--- config.mk ---
export PLATFORM = sky130hd
export DESIGN_NAME = flash_cmd_host
export DESIGN_NICKNAME = d
export VERILOG_FILES = /design/src/flash_host_pkg.sv /design/src/bus_cycle_if.sv /design/src/flash_bus_cycle.sv /design/src/flash_cmd_host.sv
export SDC_FILE = /design/constraint.sdc
export NUM_CORES = 1
export LEC_CHECK = 0
export ABC_AREA = 1
export BUFFER_PORTS_ARGS = -buffer_cell sky130_fd_sc_hd__buf_2
export CORE_MARGIN = 10
export CORE_UTILIZATION = 39
export CTS_CLUSTER_SIZE = 30
export DETAILED_ROUTE_END_ITERATION = 10
export SLEW_MARGIN = 15
export SYNTH_ARGS = -nofsm -noshare
export SYNTH_HDL_FRONTEND = slang
export SYNTH_SLANG_ARGS = --single-unit
--- constraint.sdc ---
create_clock -name ref_clk_i -period 2.5 [get_ports ref_clk_i]
set_input_delay 0.5 -clock ref_clk_i [delete_from_list [all_inputs] [get_ports ref_clk_i]]
set_output_delay 0.5 -clock ref_clk_i [all_outputs]
set_load 0.01 [all_outputs]
--- src/flash_host_pkg.sv ---
// Constants, command codes and types shared by the flash command host
package flash_host_pkg;

  // Bus cycle timing, figures in ns and derived clock counts (rounded up)
  localparam int CLK_PERIOD_NS   = 100;
  localparam int ADDR_SETUP_NS   = 50;
  localparam int WE_PULSE_NS     = 35;
  localparam int DATA_HOLD_NS    = 30;
  localparam int READ_ACCESS_NS  = 70;
  localparam int RECOVERY_NS     = 30;
  localparam logic [3:0] ADDR_SETUP_CYC  = 4'((ADDR_SETUP_NS + CLK_PERIOD_NS - 1) / CLK_PERIOD_NS);
  localparam logic [3:0] WE_PULSE_CYC    = 4'((WE_PULSE_NS + CLK_PERIOD_NS - 1) / CLK_PERIOD_NS);
  localparam logic [3:0] DATA_HOLD_CYC   = 4'((DATA_HOLD_NS + CLK_PERIOD_NS - 1) / CLK_PERIOD_NS);
  localparam logic [3:0] READ_ACCESS_CYC = 4'((READ_ACCESS_NS + CLK_PERIOD_NS - 1) / CLK_PERIOD_NS);
  localparam logic [3:0] RECOVERY_CYC    = 4'((RECOVERY_NS + CLK_PERIOD_NS - 1) / CLK_PERIOD_NS);

  // Command cycle addresses and data (word-mode addresses)
  localparam logic [11:0] UNLOCK1_ADDR   = 12'h555;
  localparam logic [11:0] UNLOCK2_ADDR   = 12'h2aa;
  localparam logic [11:0] QUERY_ADDR     = 12'h055;
  localparam logic [7:0]  UNLOCK1_DATA   = 8'haa;
  localparam logic [7:0]  UNLOCK2_DATA   = 8'h55;
  localparam logic [7:0]  AUTOSEL_DATA   = 8'h90;
  localparam logic [7:0]  SEC_ENTER_DATA = 8'h88;
  localparam logic [7:0]  SEC_EXIT_DATA  = 8'h90;
  localparam logic [7:0]  SEC_EXIT_LAST  = 8'h00;
  localparam logic [7:0]  BYPASS_DATA    = 8'h20;
  localparam logic [7:0]  RESET_DATA     = 8'hf0;
  localparam logic [7:0]  QUERY_DATA     = 8'h98;
  localparam logic [7:0]  PROT_OFFSET    = 8'h02;

  // Query table word addresses
  localparam logic [7:0] GEO_SIZE_ADDR   = 8'h27;
  localparam logic [7:0] GEO_REGION_ADDR = 8'h2c;
  localparam logic [7:0] GEO_BANKS_ADDR  = 8'h57;
  localparam logic [7:0] GEO_BANK0_ADDR  = 8'h58;
  localparam logic [3:0] GEO_LAST_STEP   = 4'h8;

  localparam int TIMEOUT_BIT = 5;

  typedef enum logic [3:0] {
    CMD_READ      = 4'h0,
    CMD_WRITE     = 4'h1,
    CMD_RESET     = 4'h2,
    CMD_AUTOSEL   = 4'h3,
    CMD_PROT      = 4'h4,
    CMD_SEC_ENTER = 4'h5,
    CMD_SEC_EXIT  = 4'h6,
    CMD_QUERY     = 4'h7,
    CMD_GEOMETRY  = 4'h8,
    CMD_POLL      = 4'h9,
    CMD_BYPASS    = 4'ha
  } cmd_t;

  typedef enum logic [1:0] {
    MODE_ARRAY   = 2'b00,
    MODE_AUTOSEL = 2'b01,
    MODE_QUERY   = 2'b11,
    MODE_SECURED = 2'b10
  } mode_t;

endpackage

--- src/bus_cycle_if.sv ---
// Request/answer carrier between the command sequencer and the bus cycle engine
`timescale 1ns/1ps
interface bus_cycle_if #(
  parameter int ADDR_W = 22,
  parameter int DATA_W = 16
);
  logic              req;
  logic              wr;
  logic [ADDR_W-1:0] addr;
  logic [DATA_W-1:0] wdata;
  logic              done;
  logic [DATA_W-1:0] rdata;

  modport issuer (output req, output wr, output addr, output wdata, input done, input rdata);
  modport engine (input req, input wr, input addr, input wdata, output done, output rdata);
endinterface

--- src/flash_bus_cycle.sv ---
// One asynchronous flash bus cycle (write or read) on chip select and strobes
`timescale 1ns/1ps
module flash_bus_cycle #(
  parameter int ADDR_W = 22,
  parameter int DATA_W = 16
) (
  input  wire logic              ref_clk_i,
  input  wire logic              nrst_i,
  bus_cycle_if.engine            bus,
  output logic [ADDR_W-1:0]      flash_addr_o,
  output logic [DATA_W-1:0]      flash_dq_o,
  output logic                   flash_dq_oe_o,
  input  wire logic [DATA_W-1:0] flash_dq_i,
  output logic                   flash_ce_n_o,
  output logic                   flash_we_n_o,
  output logic                   flash_oe_n_o
);

  // Gray path so strobe decodes change one state bit per step, except RECOV back to IDLE, which changes two
  typedef enum logic [2:0] {
    ST_IDLE   = 3'b000,
    ST_SETUP  = 3'b001,
    ST_STROBE = 3'b011,
    ST_HOLD   = 3'b010,
    ST_RECOV  = 3'b110
  } cyc_state_t;

  cyc_state_t        state;
  cyc_state_t        next_state;
  logic [3:0]        cnt;
  logic [3:0]        next_cnt;
  logic              is_wr;
  logic [DATA_W-1:0] rdata;
  wire               phase_end = (cnt == 4'h1);
  wire               start     = bus.req && (state == ST_IDLE);

  always_comb begin
    next_state = state;
    next_cnt   = cnt - 4'h1;
    unique case (state)
      ST_IDLE: begin
        next_cnt = 4'h0;
        if (bus.req) begin
          next_state = ST_SETUP;
          next_cnt   = flash_host_pkg::ADDR_SETUP_CYC;
        end
      end
      ST_SETUP: if (phase_end) begin
        next_state = ST_STROBE;
        next_cnt   = is_wr ? flash_host_pkg::WE_PULSE_CYC : flash_host_pkg::READ_ACCESS_CYC;
      end
      ST_STROBE: if (phase_end) begin
        next_state = ST_HOLD;
        next_cnt   = flash_host_pkg::DATA_HOLD_CYC;
      end
      ST_HOLD: if (phase_end) begin
        next_state = ST_RECOV;
        next_cnt   = flash_host_pkg::RECOVERY_CYC;
      end
      ST_RECOV: if (phase_end) begin
        next_state = ST_IDLE;
        next_cnt   = 4'h0;
      end
      default: begin
        next_state = ST_IDLE;
        next_cnt   = 4'h0;
      end
    endcase
  end

  always_ff @(posedge ref_clk_i or negedge nrst_i) begin
    if (!nrst_i) begin
      state <= ST_IDLE;
      cnt   <= 4'h0;
    end else begin
      state <= next_state;
      cnt   <= next_cnt;
    end
  end

  always_ff @(posedge ref_clk_i or negedge nrst_i) begin
    if (!nrst_i) begin
      is_wr        <= 1'b0;
      flash_addr_o <= '0;
      flash_dq_o   <= '0;
    end else if (start) begin
      is_wr        <= bus.wr;
      flash_addr_o <= bus.addr;
      flash_dq_o   <= bus.wdata;
    end
  end

  // Sample at the end of the access window while output enable is still low
  always_ff @(posedge ref_clk_i or negedge nrst_i) begin
    if (!nrst_i) begin
      rdata <= '0;
    end else if (state == ST_STROBE && phase_end && !is_wr) begin
      rdata <= flash_dq_i;
    end
  end

  // Select falls a phase before the write strobe and rises a phase after it
  assign flash_ce_n_o  = !(state == ST_SETUP || state == ST_STROBE || state == ST_HOLD);
  assign flash_we_n_o  = !(is_wr && state == ST_STROBE);
  assign flash_oe_n_o  = !(!is_wr && state == ST_STROBE);
  assign flash_dq_oe_o = is_wr && !flash_ce_n_o;
  assign bus.done      = (state == ST_RECOV) && phase_end;
  assign bus.rdata     = rdata;
endmodule // flash_bus_cycle

--- src/flash_cmd_host.sv ---
// Host-side command sequencer that drives a multi-bank flash through its pins
`timescale 1ns/1ps
module flash_cmd_host #(
  parameter int ADDR_W = 22,
  parameter int DATA_W = 16
) (
  input  wire logic              ref_clk_i,
  input  wire logic              nrst_i,
  input  wire logic              cmd_valid_i,
  output logic                   cmd_ready_o,
  input  wire logic [3:0]        cmd_i,
  input  wire logic [ADDR_W-1:0] addr_i,
  input  wire logic [DATA_W-1:0] wdata_i,
  input  wire logic              byte_mode_i,
  input  wire logic              device_ready_i,
  output logic                   done_o,
  output logic                   refused_o,
  output logic [DATA_W-1:0]      rdata_o,
  output logic [1:0]             mode_o,
  output logic [7:0]             geo_size_exp_o,
  output logic [7:0]             geo_region_cnt_o,
  output logic [7:0]             geo_bank_cnt_o,
  output logic [31:0]            geo_bank_sectors_o,
  output logic [ADDR_W-1:0]      flash_addr_o,
  output logic [DATA_W-1:0]      flash_dq_o,
  output logic                   flash_dq_oe_o,
  input  wire logic [DATA_W-1:0] flash_dq_i,
  output logic                   flash_ce_n_o,
  output logic                   flash_we_n_o,
  output logic                   flash_oe_n_o
);

  typedef struct packed {
    logic              last;
    logic              wr;
    logic [ADDR_W-1:0] addr;
    logic [DATA_W-1:0] data;
  } step_t;

  typedef enum logic [1:0] {
    S_IDLE  = 2'b00,
    S_ISSUE = 2'b01,
    S_WAIT  = 2'b11
  } seq_state_t;

  seq_state_t            st;
  flash_host_pkg::cmd_t  cmd_q;
  flash_host_pkg::mode_t mode;
  flash_host_pkg::mode_t next_mode;
  logic [ADDR_W-1:0]     addr_q;
  logic [DATA_W-1:0]     wdata_q;
  logic [3:0]            idx;
  logic                  pend_reset;
  logic [7:0]            geo [0:6];
  step_t                 cur;

  bus_cycle_if #(.ADDR_W(ADDR_W), .DATA_W(DATA_W)) bus ();

  // Command addresses are word addresses; byte mode doubles them
  function automatic logic [ADDR_W-1:0] cad(input logic [11:0] a, input logic bm);
    cad = bm ? ADDR_W'({a, 1'b0}) : ADDR_W'(a);
  endfunction

  function automatic step_t seq_step(input flash_host_pkg::cmd_t c, input logic [3:0] i,
                                     input flash_host_pkg::mode_t m, input logic [ADDR_W-1:0] ua,
                                     input logic [DATA_W-1:0] ud, input logic bm);
    step_t             s;
    logic [ADDR_W-1:0] u1;
    s    = '{last: 1'b1, wr: 1'b1, addr: ua, data: ud};
    u1   = cad(flash_host_pkg::UNLOCK1_ADDR, bm);
    case (c)
      flash_host_pkg::CMD_READ, flash_host_pkg::CMD_POLL: begin
        // Leaving autoselect or query needs a reset before array reads
        if (c == flash_host_pkg::CMD_READ && i == 4'h0 && m inside {flash_host_pkg::MODE_AUTOSEL,
            flash_host_pkg::MODE_QUERY}) begin
          s.last = 1'b0;
          s.data = DATA_W'(flash_host_pkg::RESET_DATA);
        end else begin
          s.wr = 1'b0;
        end
      end
      flash_host_pkg::CMD_WRITE: s.wr = 1'b1;
      flash_host_pkg::CMD_RESET: s.data = DATA_W'(flash_host_pkg::RESET_DATA);
      flash_host_pkg::CMD_PROT: begin
        s.wr   = 1'b0;
        s.addr = {ua[ADDR_W-1:8], flash_host_pkg::PROT_OFFSET};
      end
      flash_host_pkg::CMD_QUERY: begin
        s.addr = cad(flash_host_pkg::QUERY_ADDR, bm);
        s.data = DATA_W'(flash_host_pkg::QUERY_DATA);
      end
      flash_host_pkg::CMD_GEOMETRY: begin
        s.last = (i == flash_host_pkg::GEO_LAST_STEP);
        if (i == 4'h0) begin
          s.addr = cad(flash_host_pkg::QUERY_ADDR, bm);
          s.data = DATA_W'(flash_host_pkg::QUERY_DATA);
        end else if (s.last) begin
          s.data = DATA_W'(flash_host_pkg::RESET_DATA);
        end else begin
          s.wr = 1'b0;
          unique case (i)
            4'h1:    s.addr = cad({4'h0, flash_host_pkg::GEO_SIZE_ADDR}, bm);
            4'h2:    s.addr = cad({4'h0, flash_host_pkg::GEO_REGION_ADDR}, bm);
            4'h3:    s.addr = cad({4'h0, flash_host_pkg::GEO_BANKS_ADDR}, bm);
            default: s.addr = cad({4'h0, flash_host_pkg::GEO_BANK0_ADDR + 8'(i - 4'h4)}, bm);
          endcase
        end
      end
      default: begin
        // Unlock pair, then the command cycle; exit takes a fourth write
        s.last = (c == flash_host_pkg::CMD_SEC_EXIT) ? (i == 4'h3) : (i == 4'h2);
        unique case (i)
          4'h0: begin
            s.addr = u1;
            s.data = DATA_W'(flash_host_pkg::UNLOCK1_DATA);
          end
          4'h1: begin
            s.addr = cad(flash_host_pkg::UNLOCK2_ADDR, bm);
            s.data = DATA_W'(flash_host_pkg::UNLOCK2_DATA);
          end
          4'h2: begin
            s.addr = u1;
            unique case (c)
              flash_host_pkg::CMD_AUTOSEL: begin
                s.addr = {ua[ADDR_W-1:ADDR_W-2], u1[ADDR_W-3:0]};
                s.data = DATA_W'(flash_host_pkg::AUTOSEL_DATA);
              end
              flash_host_pkg::CMD_SEC_ENTER: s.data = DATA_W'(flash_host_pkg::SEC_ENTER_DATA);
              flash_host_pkg::CMD_SEC_EXIT:  s.data = DATA_W'(flash_host_pkg::SEC_EXIT_DATA);
              default:                       s.data = DATA_W'(flash_host_pkg::BYPASS_DATA);
            endcase
          end
          default: begin
            s.addr = '0;
            s.data = DATA_W'(flash_host_pkg::SEC_EXIT_LAST);
          end
        endcase
      end
    endcase
    return s;
  endfunction

  wire  take     = cmd_valid_i && cmd_ready_o;
  wire  cmd_busy = (cmd_i == 4'(flash_host_pkg::CMD_AUTOSEL)) || (cmd_i == 4'(flash_host_pkg::CMD_SEC_ENTER))
                   || (cmd_i == 4'(flash_host_pkg::CMD_QUERY)) || (cmd_i == 4'(flash_host_pkg::CMD_GEOMETRY));
  wire  refuse   = (cmd_busy && !device_ready_i)
                   || (cmd_i == 4'(flash_host_pkg::CMD_BYPASS) && mode == flash_host_pkg::MODE_SECURED)
                   || (cmd_i == 4'(flash_host_pkg::CMD_PROT) && mode != flash_host_pkg::MODE_AUTOSEL)
                   || (cmd_i > 4'(flash_host_pkg::CMD_BYPASS));
  wire  step_end = (st == S_WAIT) && bus.done;
  wire  seq_end  = step_end && cur.last;
  wire  timeout  = step_end && cmd_q == flash_host_pkg::CMD_POLL
                   && bus.rdata[flash_host_pkg::TIMEOUT_BIT] && !device_ready_i;

  assign cur         = seq_step(cmd_q, idx, mode, addr_q, wdata_q, byte_mode_i);
  assign cmd_ready_o = (st == S_IDLE) && !pend_reset;
  assign bus.req     = (st == S_ISSUE);
  assign bus.wr      = cur.wr;
  assign bus.addr    = cur.addr;
  assign bus.wdata   = cur.data;
  assign mode_o      = mode;

  // Secured mapping survives resets; the exit, autoselect and query sequences replace it
  always_comb begin
    next_mode = mode;
    unique case (cmd_q)
      flash_host_pkg::CMD_AUTOSEL:   next_mode = flash_host_pkg::MODE_AUTOSEL;
      flash_host_pkg::CMD_SEC_ENTER: next_mode = flash_host_pkg::MODE_SECURED;
      flash_host_pkg::CMD_SEC_EXIT:  next_mode = flash_host_pkg::MODE_ARRAY;
      flash_host_pkg::CMD_QUERY:     next_mode = flash_host_pkg::MODE_QUERY;
      flash_host_pkg::CMD_READ, flash_host_pkg::CMD_RESET, flash_host_pkg::CMD_GEOMETRY:
        if (mode != flash_host_pkg::MODE_SECURED) next_mode = flash_host_pkg::MODE_ARRAY;
      default: next_mode = mode;
    endcase
  end

  always_ff @(posedge ref_clk_i or negedge nrst_i) begin
    if (!nrst_i) begin
      st    <= S_IDLE;
      idx   <= 4'h0;
      cmd_q <= flash_host_pkg::CMD_READ;
    end else begin
      unique case (st)
        S_IDLE: begin
          idx <= 4'h0;
          if (pend_reset) begin
            cmd_q <= flash_host_pkg::CMD_RESET;
            st    <= S_ISSUE;
          end else if (take && !refuse) begin
            cmd_q <= flash_host_pkg::cmd_t'(cmd_i);
            st    <= S_ISSUE;
          end
        end
        S_ISSUE: st <= S_WAIT;
        S_WAIT: if (bus.done) begin
          st  <= cur.last ? S_IDLE : S_ISSUE;
          idx <= idx + 4'h1;
        end
      endcase
    end
  end

  always_ff @(posedge ref_clk_i or negedge nrst_i) begin
    if (!nrst_i) begin
      addr_q  <= '0;
      wdata_q <= '0;
    end else if (take) begin
      addr_q  <= addr_i;
      wdata_q <= wdata_i;
    end
  end

  always_ff @(posedge ref_clk_i or negedge nrst_i) begin
    if (!nrst_i) begin
      mode       <= flash_host_pkg::MODE_ARRAY;
      pend_reset <= 1'b0;
      done_o     <= 1'b0;
      refused_o  <= 1'b0;
    end else begin
      done_o     <= seq_end;
      refused_o  <= take && refuse;
      pend_reset <= timeout || (pend_reset && st != S_IDLE);
      if (seq_end) mode <= next_mode;
    end
  end

  always_ff @(posedge ref_clk_i or negedge nrst_i) begin
    if (!nrst_i) begin
      rdata_o <= '0;
      for (int k = 0; k < 7; k++) geo[k] <= 8'h00;
    end else if (step_end && !cur.wr) begin
      rdata_o <= bus.rdata;
      if (cmd_q == flash_host_pkg::CMD_GEOMETRY) geo[3'(idx - 4'h1)] <= bus.rdata[7:0];
    end
  end

  assign geo_size_exp_o     = geo[0];
  assign geo_region_cnt_o   = geo[1];
  assign geo_bank_cnt_o     = geo[2];
  assign geo_bank_sectors_o = {geo[6], geo[5], geo[4], geo[3]};

  flash_bus_cycle #(.ADDR_W(ADDR_W), .DATA_W(DATA_W)) u_cycle (
    .ref_clk_i     (ref_clk_i),
    .nrst_i        (nrst_i),
    .bus           (bus.engine),
    .flash_addr_o  (flash_addr_o),
    .flash_dq_o    (flash_dq_o),
    .flash_dq_oe_o (flash_dq_oe_o),
    .flash_dq_i    (flash_dq_i),
    .flash_ce_n_o  (flash_ce_n_o),
    .flash_we_n_o  (flash_we_n_o),
    .flash_oe_n_o  (flash_oe_n_o)
  );
endmodule // flash_cmd_host

==> results of run 1 <==
metrics by stage:
step	area (um2)	hold slack (ns)
6_report	10600	0.0301
5_1_grt	10600	0.0608
4_1_cts	10600	0.0385
3_5_place_dp	9960	0.454
3_3_place_gp	9960	0.451
2_1_floorplan	8590	0.204
per-layer routing:
metal,global-route usage,up-vias
li1,-,3740
met1,0.230,3462
met2,0.267,239
met3,0.0545,21
met4,0.0447,2
met5,0,-
final cells by class:
cell class	instances	area (um2)
repair buffers	214	1200
well taps	280	350
fillers	2147	11200
multi-input cells	758	3490
inverters	63	236
clock inverters	15	199
flip-flops and latches	187	4680
clock buffers	17	425
power breakdown:
| part | internal [mW] | switching [mW] | leakage (nW) |
|---|---|---|---|
| clock | 1.54 | 1.32 | 0.303 |
| combinational | 1.03 | 1.62 | 3.26 |
| sequential | 3.81 | 0.691 | 2.43 |
| total | 6.37 | 3.63 | 5.99 |
kinds of logic (layout without fill, tap and decap cells):
group / after synthesis / in the layout / synth area share
buffers and inverters: 103 / 309 / 0.0491
flip-flops: 187 / 187 / 0.545
XOR/XNOR: 5 / 5 / 0.00510
adder cells (fa/ha/maj): 11 / 11 / 0.0160
multiplexers: 15 / 15 / 0.0197
AO/OA/AOI/OAI: 88 / 88 / 0.0558
AND/OR/NAND/NOR: 639 / 639 / 0.310
flip-flops by register name, summed over array words and instances (netlist names), 16 cells and up:
signal,count
u_cycle.flash_dq_o,16
wdata_q,16
u_cycle.bus.rdata,16
rdata_o,16
addr_q,22
geo_bank_sectors_o,32
u_cycle.flash_addr_o,22
final timing paths:
path	from	end	slack, ns
max	idx[1]	geo_bank_sectors_o[13]	0.24
min	nrst_i	geo_bank_sectors_o[18]	0.03
max reg2reg	idx[1]	geo_bank_sectors_o[13]	0.24
min reg2reg	rdata_o[11]	rdata_o[11]	0.47
max in group asynchronous	nrst_i	geo_bank_sectors_o[27]	1.80
min in group ref_clk_i	wdata_i[12]	wdata_q[12]	0.25
critical path, cell delays in order, from the launching register on:
cell and delay (ns):
sky130_fd_sc_hd__dfrtp_1 0.43, sky130_fd_sc_hd__inv_1 0.12, sky130_fd_sc_hd__ha_1 0.21, sky130_fd_sc_hd__nand2_1 0.12
sky130_fd_sc_hd__nor2_1 0.06, sky130_fd_sc_hd__nand3_1 0.11, sky130_fd_sc_hd__inv_1 0.14, sky130_fd_sc_hd__nor2_8 0.15
sky130_fd_sc_hd__nand2_4 0.07, sky130_fd_sc_hd__nor2_8 0.26, sky130_fd_sc_hd__nand2_1 0.28, sky130_fd_sc_hd__nand2_1 0.14
sky130_fd_sc_hd__nand2_1 0.06
timing repair:
action / 4_1_cts / 5_1_grt
buffers inserted: 0 / 0
endpoints found under the setup margin: 0 / 3
resized for setup: 0 / 1
placed cells by master, fill, tap and decap left out, drive strengths merged, types with 2 or more instances in the layout:
master and instances:
o21ai 48, nand3 113, nand2 417, nor2 95, nand4 2, o31ai 2
dfrtp 187, inv 71, mux2 15, a31oi 4, nand3b 2, o211ai 2
clkbuf 18, bufinv 2, o21a 2, a21oi 20, buf 213, xnor2 4
nor3 9, o22ai 7, ha 11, clkinv 4
==> flow_summary.toml, run 1 <==
[sta]
grt_setup_unrepaired = "yes"
final.setup.tns_ns = 0
setup_viol_count_final = 0
max_slew.worst_pin.slew_ns = 0.617
final.setup.worst_slack_ns = 0.242
finalMaxSlewViolations = 0
clock-skew-final_ns = 0.0195
timing.final.crit_share = 0.903
achievable-frequency_mhz = 443
final_hold_viol_count = 0
slew-limit-headroom = 0.584
min_period_ns = 2.26

[detailed_routing]
wl_met2_um = 10900
met3WireLength_um = 1940
detail_route.wirelength_um = 24400
highest-signal-layer = "met5"
dr_total_vias = 7464
detail-route-antenna-nets = 0
detailedRoute.firstPassIterationCount = 5
drt-initial-drc-count = 424
remaining_drc_errors = 0
wl_met1_um = 11300
avgViaCountPerCell = 4.87
routed_wire_length_per_instance_um = 15.9

[floorplan]
core-area_um2 = 21800
floorplan.initialDensity = 0.395
die-width_um = 168
die_h_um = 168
design.die.area_um2 = 28400
floorplan.rows = 54
pin_count = 182

[clocking]
htree_num_levels = 4
clock_insertion_delay_at_the_later_pin_of_the_skew_report_ns = 0.44
numClockSinks = 187
cts-hold-fix-buffers = 0
cts.path.max_buffers = 2
clkTransAtPathRegs_ns = 0.08
root_buffer = "sky130_fd_sc_hd__clkbuf_16"
tritoncts.num_buffers = 17
cts_tree = "yes"

[global_routing]
antenna_found_initial = 1
overflow = 0
global_route.usage.total = 0.173
first_global_vias = 7654
grt_max_degree = 57
grt_pass1_wl_um = 40200

[cells_and_area]
fin_cells = 1534
diodes = 0
syn2layout_area_growth_pct = 23.2
utilization = 0.487
post_route_cells_drive_above_1_share = 0.223
design.final.nets = 1315

[synthesis]
syn-cell-area_um2 = 8590
yosysTopAreaCell = "sky130_fd_sc_hd__dfrtp_1"
synth.cells.most_frequent = "sky130_fd_sc_hd__nand2_1 (410), sky130_fd_sc_hd__dfrtp_1 (187), sky130_fd_sc_hd__nand3_1 (113), sky130_fd_sc_hd__nor2_1 (90), sky130_fd_sc_hd__inv_1 (58)"
post-synth-top-count-cell = "sky130_fd_sc_hd__nand2_1"
post_synth_main_area_contributors = "sky130_fd_sc_hd__dfrtp_1 (54%), sky130_fd_sc_hd__nand2_1 (18%), sky130_fd_sc_hd__nand3_1 (6.6%), sky130_fd_sc_hd__nor2_1 (3.9%), sky130_fd_sc_hd__o21ai_0 (2.8%)"
yosysSeqAreaShare = 0.545
leading_register_cell_type_out_of_synthesis = "sky130_fd_sc_hd__dfrtp_1"
synth-async-reset-ratio = 1.00
ys_ff_latch = 187
yosysWarningCount = 0
synth_top_area_frac = 0.545
synth_edf_count = 0
unique_cell_type_count_in_the_yosys_netlist = 35
synth.net_count = 1122
synthesis.area_per_instance_um2 = 8.20
post_syn_instances = 1048

[placement]
detailedPlacementHpwl_um = 17900
gp_congestion = 0.907
dp_slack_ns = 0.288
io_buffer_count = 181
placedCellCount = 1502

[setup_path]
worst-setup-path-type = "flop to flop"
critical_path.startpoint_type = "flop"
crit_path_max_fanout = 19
endpoint_kind_of_the_worst_setup_timing_path = "flop"
worstPathArrival_ns = 2.58
worstRegToRegCells = 12
timing.critical_path.required_ns = 2.82

[worst_hold_path]
hp-class = "primary input to async pin"

[power]
finalPower_mw = 10.0
p_leak_nw = 5.99
p_per_area_nw_per_um2 = 944
vdd_drop_max_mv = 0.537

[job]
cap_viol_max_count = 0

[status]
run_status = "complete, no violations"
No activity file was read; power rests on OpenSTA's default activity.
==> run 2, diff against run 1 <==
CORE_MARGIN = 2   (was 10)
CORE_UTILIZATION = 40   (was 39)
==> run 2 against run 1 <==
Global-route usage rose by 3.3 points. Worst hold slack gained 0.22 ns. Via count increased by 0.19%. Combinational power about the same. Register-to-register slack about the same. Routed wire length down 6.8%. Critical path depth unchanged. Sequential power barely moved. Cell count barely moved. Clock skew is 0.0037 ns lower. Largest power group unchanged.
==> flow_summary.toml, run 2 (synthesis results as in run 1) <==
[global_routing]
global_route.usage.total = 0.205
overflow = 0
first_global_vias = 7091
grt_pass1_wl_um = 36700
grt_max_degree = 69
antenna_found_initial = 0

[setup_path]
cp-endpoint = "geo_bank_sectors_o[27]"
timing.rr.start = "idx[1]"
timing.reg2reg.setup_slack_ns = 0.23
reg2reg_to = "geo_bank_sectors_o[27]"
crit_path_max_fanout = 12
crit_path_start = "idx[1]"
endpoint_kind_of_the_worst_setup_timing_path = "flop"
worstPathArrival_ns = 2.59
worstRegToRegCells = 12
critical_path.startpoint_type = "flop"
worst-setup-path-type = "flop to flop"
timing.critical_path.required_ns = 2.82

[floorplan]
die-width_um = 151
core-area_um2 = 21000
die_h_um = 151
design.die.area_um2 = 22700
floorplan.rows = 53
floorplan.initialDensity = 0.409
pin_count = 182

[power]
clock_power_share = 0.274
vdd_drop_max_mv = 0.491
sequentialPowerShare = 0.458
finalPower_mw = 9.76
share_comb_of_total_power = 0.268
p_leak_nw = 5.99
p_int_mw = 6.27
power_switching_share = 0.358
switchingPower_mw = 3.49
p_per_area_nw_per_um2 = 923

[placement]
dp_slack_ns = 0.190
detailedPlacementHpwl_um = 16200
io_buffer_count = 181
placedCellCount = 1499
gp_congestion = 0.907

[detailed_routing]
dr_total_vias = 7478
remaining_drc_errors = 0
detail-route-antenna-nets = 0
detailedRoute.firstPassIterationCount = 6
avgViaCountPerCell = 4.88
detail_route.wirelength_um = 22800
routed_wire_length_per_instance_um = 14.9
drt-initial-drc-count = 360

[clocking]
htree_num_levels = 4
tritoncts.num_buffers = 17
cts.path.max_buffers = 2
cts_tree = "yes"
clkTransAtPathRegs_ns = 0.08
numClockSinks = 187
clock_insertion_delay_at_the_later_pin_of_the_skew_report_ns = 0.43
root_buffer = "sky130_fd_sc_hd__clkbuf_16"

[sta]
max_slew.worst_pin.slew_ns = 0.622
finalMaxSlewViolations = 0
achievable-frequency_mhz = 441
timing.final.crit_share = 0.907
grt_setup_unrepaired = "yes"
slew-limit-headroom = 0.581
min_period_ns = 2.27
clock-skew-final_ns = 0.0158
final.setup.worst_slack_ns = 0.232
final_hold_viol_count = 0
setup_viol_count_final = 0

[status]
run_status = "complete, no violations"

[job]
cap_viol_max_count = 0

[cells_and_area]
largest_reg_flops = 32
syn2layout_area_growth_pct = 23.1
final_common_cell = "sky130_fd_sc_hd__nand2_1"
fin_cells = 1533
sequential_area_um2 = 4680
n_fill_cell = 2107
design.final.nets = 1319
multi_input_comb_area_um2 = 3510
post_route_cells_drive_above_1_share = 0.224
layout_common_cells = "sky130_fd_sc_hd__nand2_1 (409), sky130_fd_sc_hd__dfrtp_1 (187), sky130_fd_sc_hd__buf_2 (180)"
diodes = 0

[worst_hold_path]
hp-class = "primary input to flop"
[run 2: cell count changes in the layout (fill, tap and decap cells not counted), sizes merged]
cell	previous run	this run
nor2	95	96
inv	71	66
dlygate4sd3	0	1
clkinv	4	6
bufinv	2	1
buf	213	215
clkinvlp	1	2
clkbuf	18	21
[run 2: layout make-up]
cell class,count,share of cell area
clock inverters,12,0.0129
well taps,275,0.0325
multi-input cells,759,0.332
flip-flops and latches,187,0.442
repair buffers,217,0.116
clock buffers,20,0.0422
inverters,63,0.0224
[run 2: worst max-delay path: stages, from the launching register on]
cell and delay [ns]:
sky130_fd_sc_hd__dfrtp_1 0.43, sky130_fd_sc_hd__inv_1 0.13, sky130_fd_sc_hd__ha_1 0.22, sky130_fd_sc_hd__nand2_1 0.21, sky130_fd_sc_hd__inv_1 0.10, sky130_fd_sc_hd__nor2_2 0.12, sky130_fd_sc_hd__nor2_2 0.07, sky130_fd_sc_hd__nor2_8 0.10
sky130_fd_sc_hd__nand2_4 0.09, sky130_fd_sc_hd__nor2_8 0.27, sky130_fd_sc_hd__nand2_1 0.24, sky130_fd_sc_hd__nand2_1 0.12, sky130_fd_sc_hd__nand2_1 0.05
[run 2: per-stage QoR]
| stage | hold WS, ns | setup TNS, ns | cell area (um2) | util |
|---|---|---|---|---|
| floorplan | 0.204 | 0 | 8590 | - |
| global placement | 0.376 | 0 | 9970 | 0.474 |
| detailed placement | 0.374 | 0 | 9970 | 0.474 |
| CTS | 0.244 | 0 | 10600 | 0.502 |
| global route | 0.255 | -0.0948 | 10600 | 0.503 |
| finish | 0.255 | 0 | 10600 | 0.503 |
[run 2: layer usage]
| metal | up-vias | GRT usage | share of wire |
|---|---|---|---|
| met5 | - | 0 | 0 |
| met4 | 0 | 0.0434 | 0.0084 |
| met3 | 15 | 0.0491 | 0.071 |
| met2 | 243 | 0.330 | 0.45 |
| met1 | 3480 | 0.284 | 0.47 |
| li1 | 3740 | - | - |
[run 2: worst min path at each step]
stage / cells after the start / endpoint / slack [ns] / from
floorplan: 0 / addr_q[0] / 0.20 / nrst_i
finish: 3 / addr_q[13] / 0.25 / addr_i[13]
global route: 3 / addr_q[13] / 0.26 / addr_i[13]
detailed placement: 1 / geo_bank_sectors_o[25] / 0.37 / nrst_i
global placement: 1 / geo_bank_sectors_o[25] / 0.38 / nrst_i
CTS: 3 / addr_q[14] / 0.24 / addr_i[14]
[run 2: repair_timing]
| item | in CTS | in global routing |
|---|---|---|
| hold buffers | 1 | 0 |
| gates resized for setup | 0 | 1 |
| endpoints found under the setup margin | 0 | 38 |
| buffers inserted | 0 | 0 |
| hold endpoints to repair | 17 | 0 |
[run 2: power by group through the flow]
stage          Clock, mW  Sequential, mW  Combinational (mW)
2_1_floorplan          0            4.34                1.73
3_3_place_gp           0            4.51                2.60
3_5_place_dp           0            4.52                2.63
4_1_cts             2.76            4.47                2.65
5_1_grt             2.88            4.58                3.01
6_report            2.68            4.47                2.62
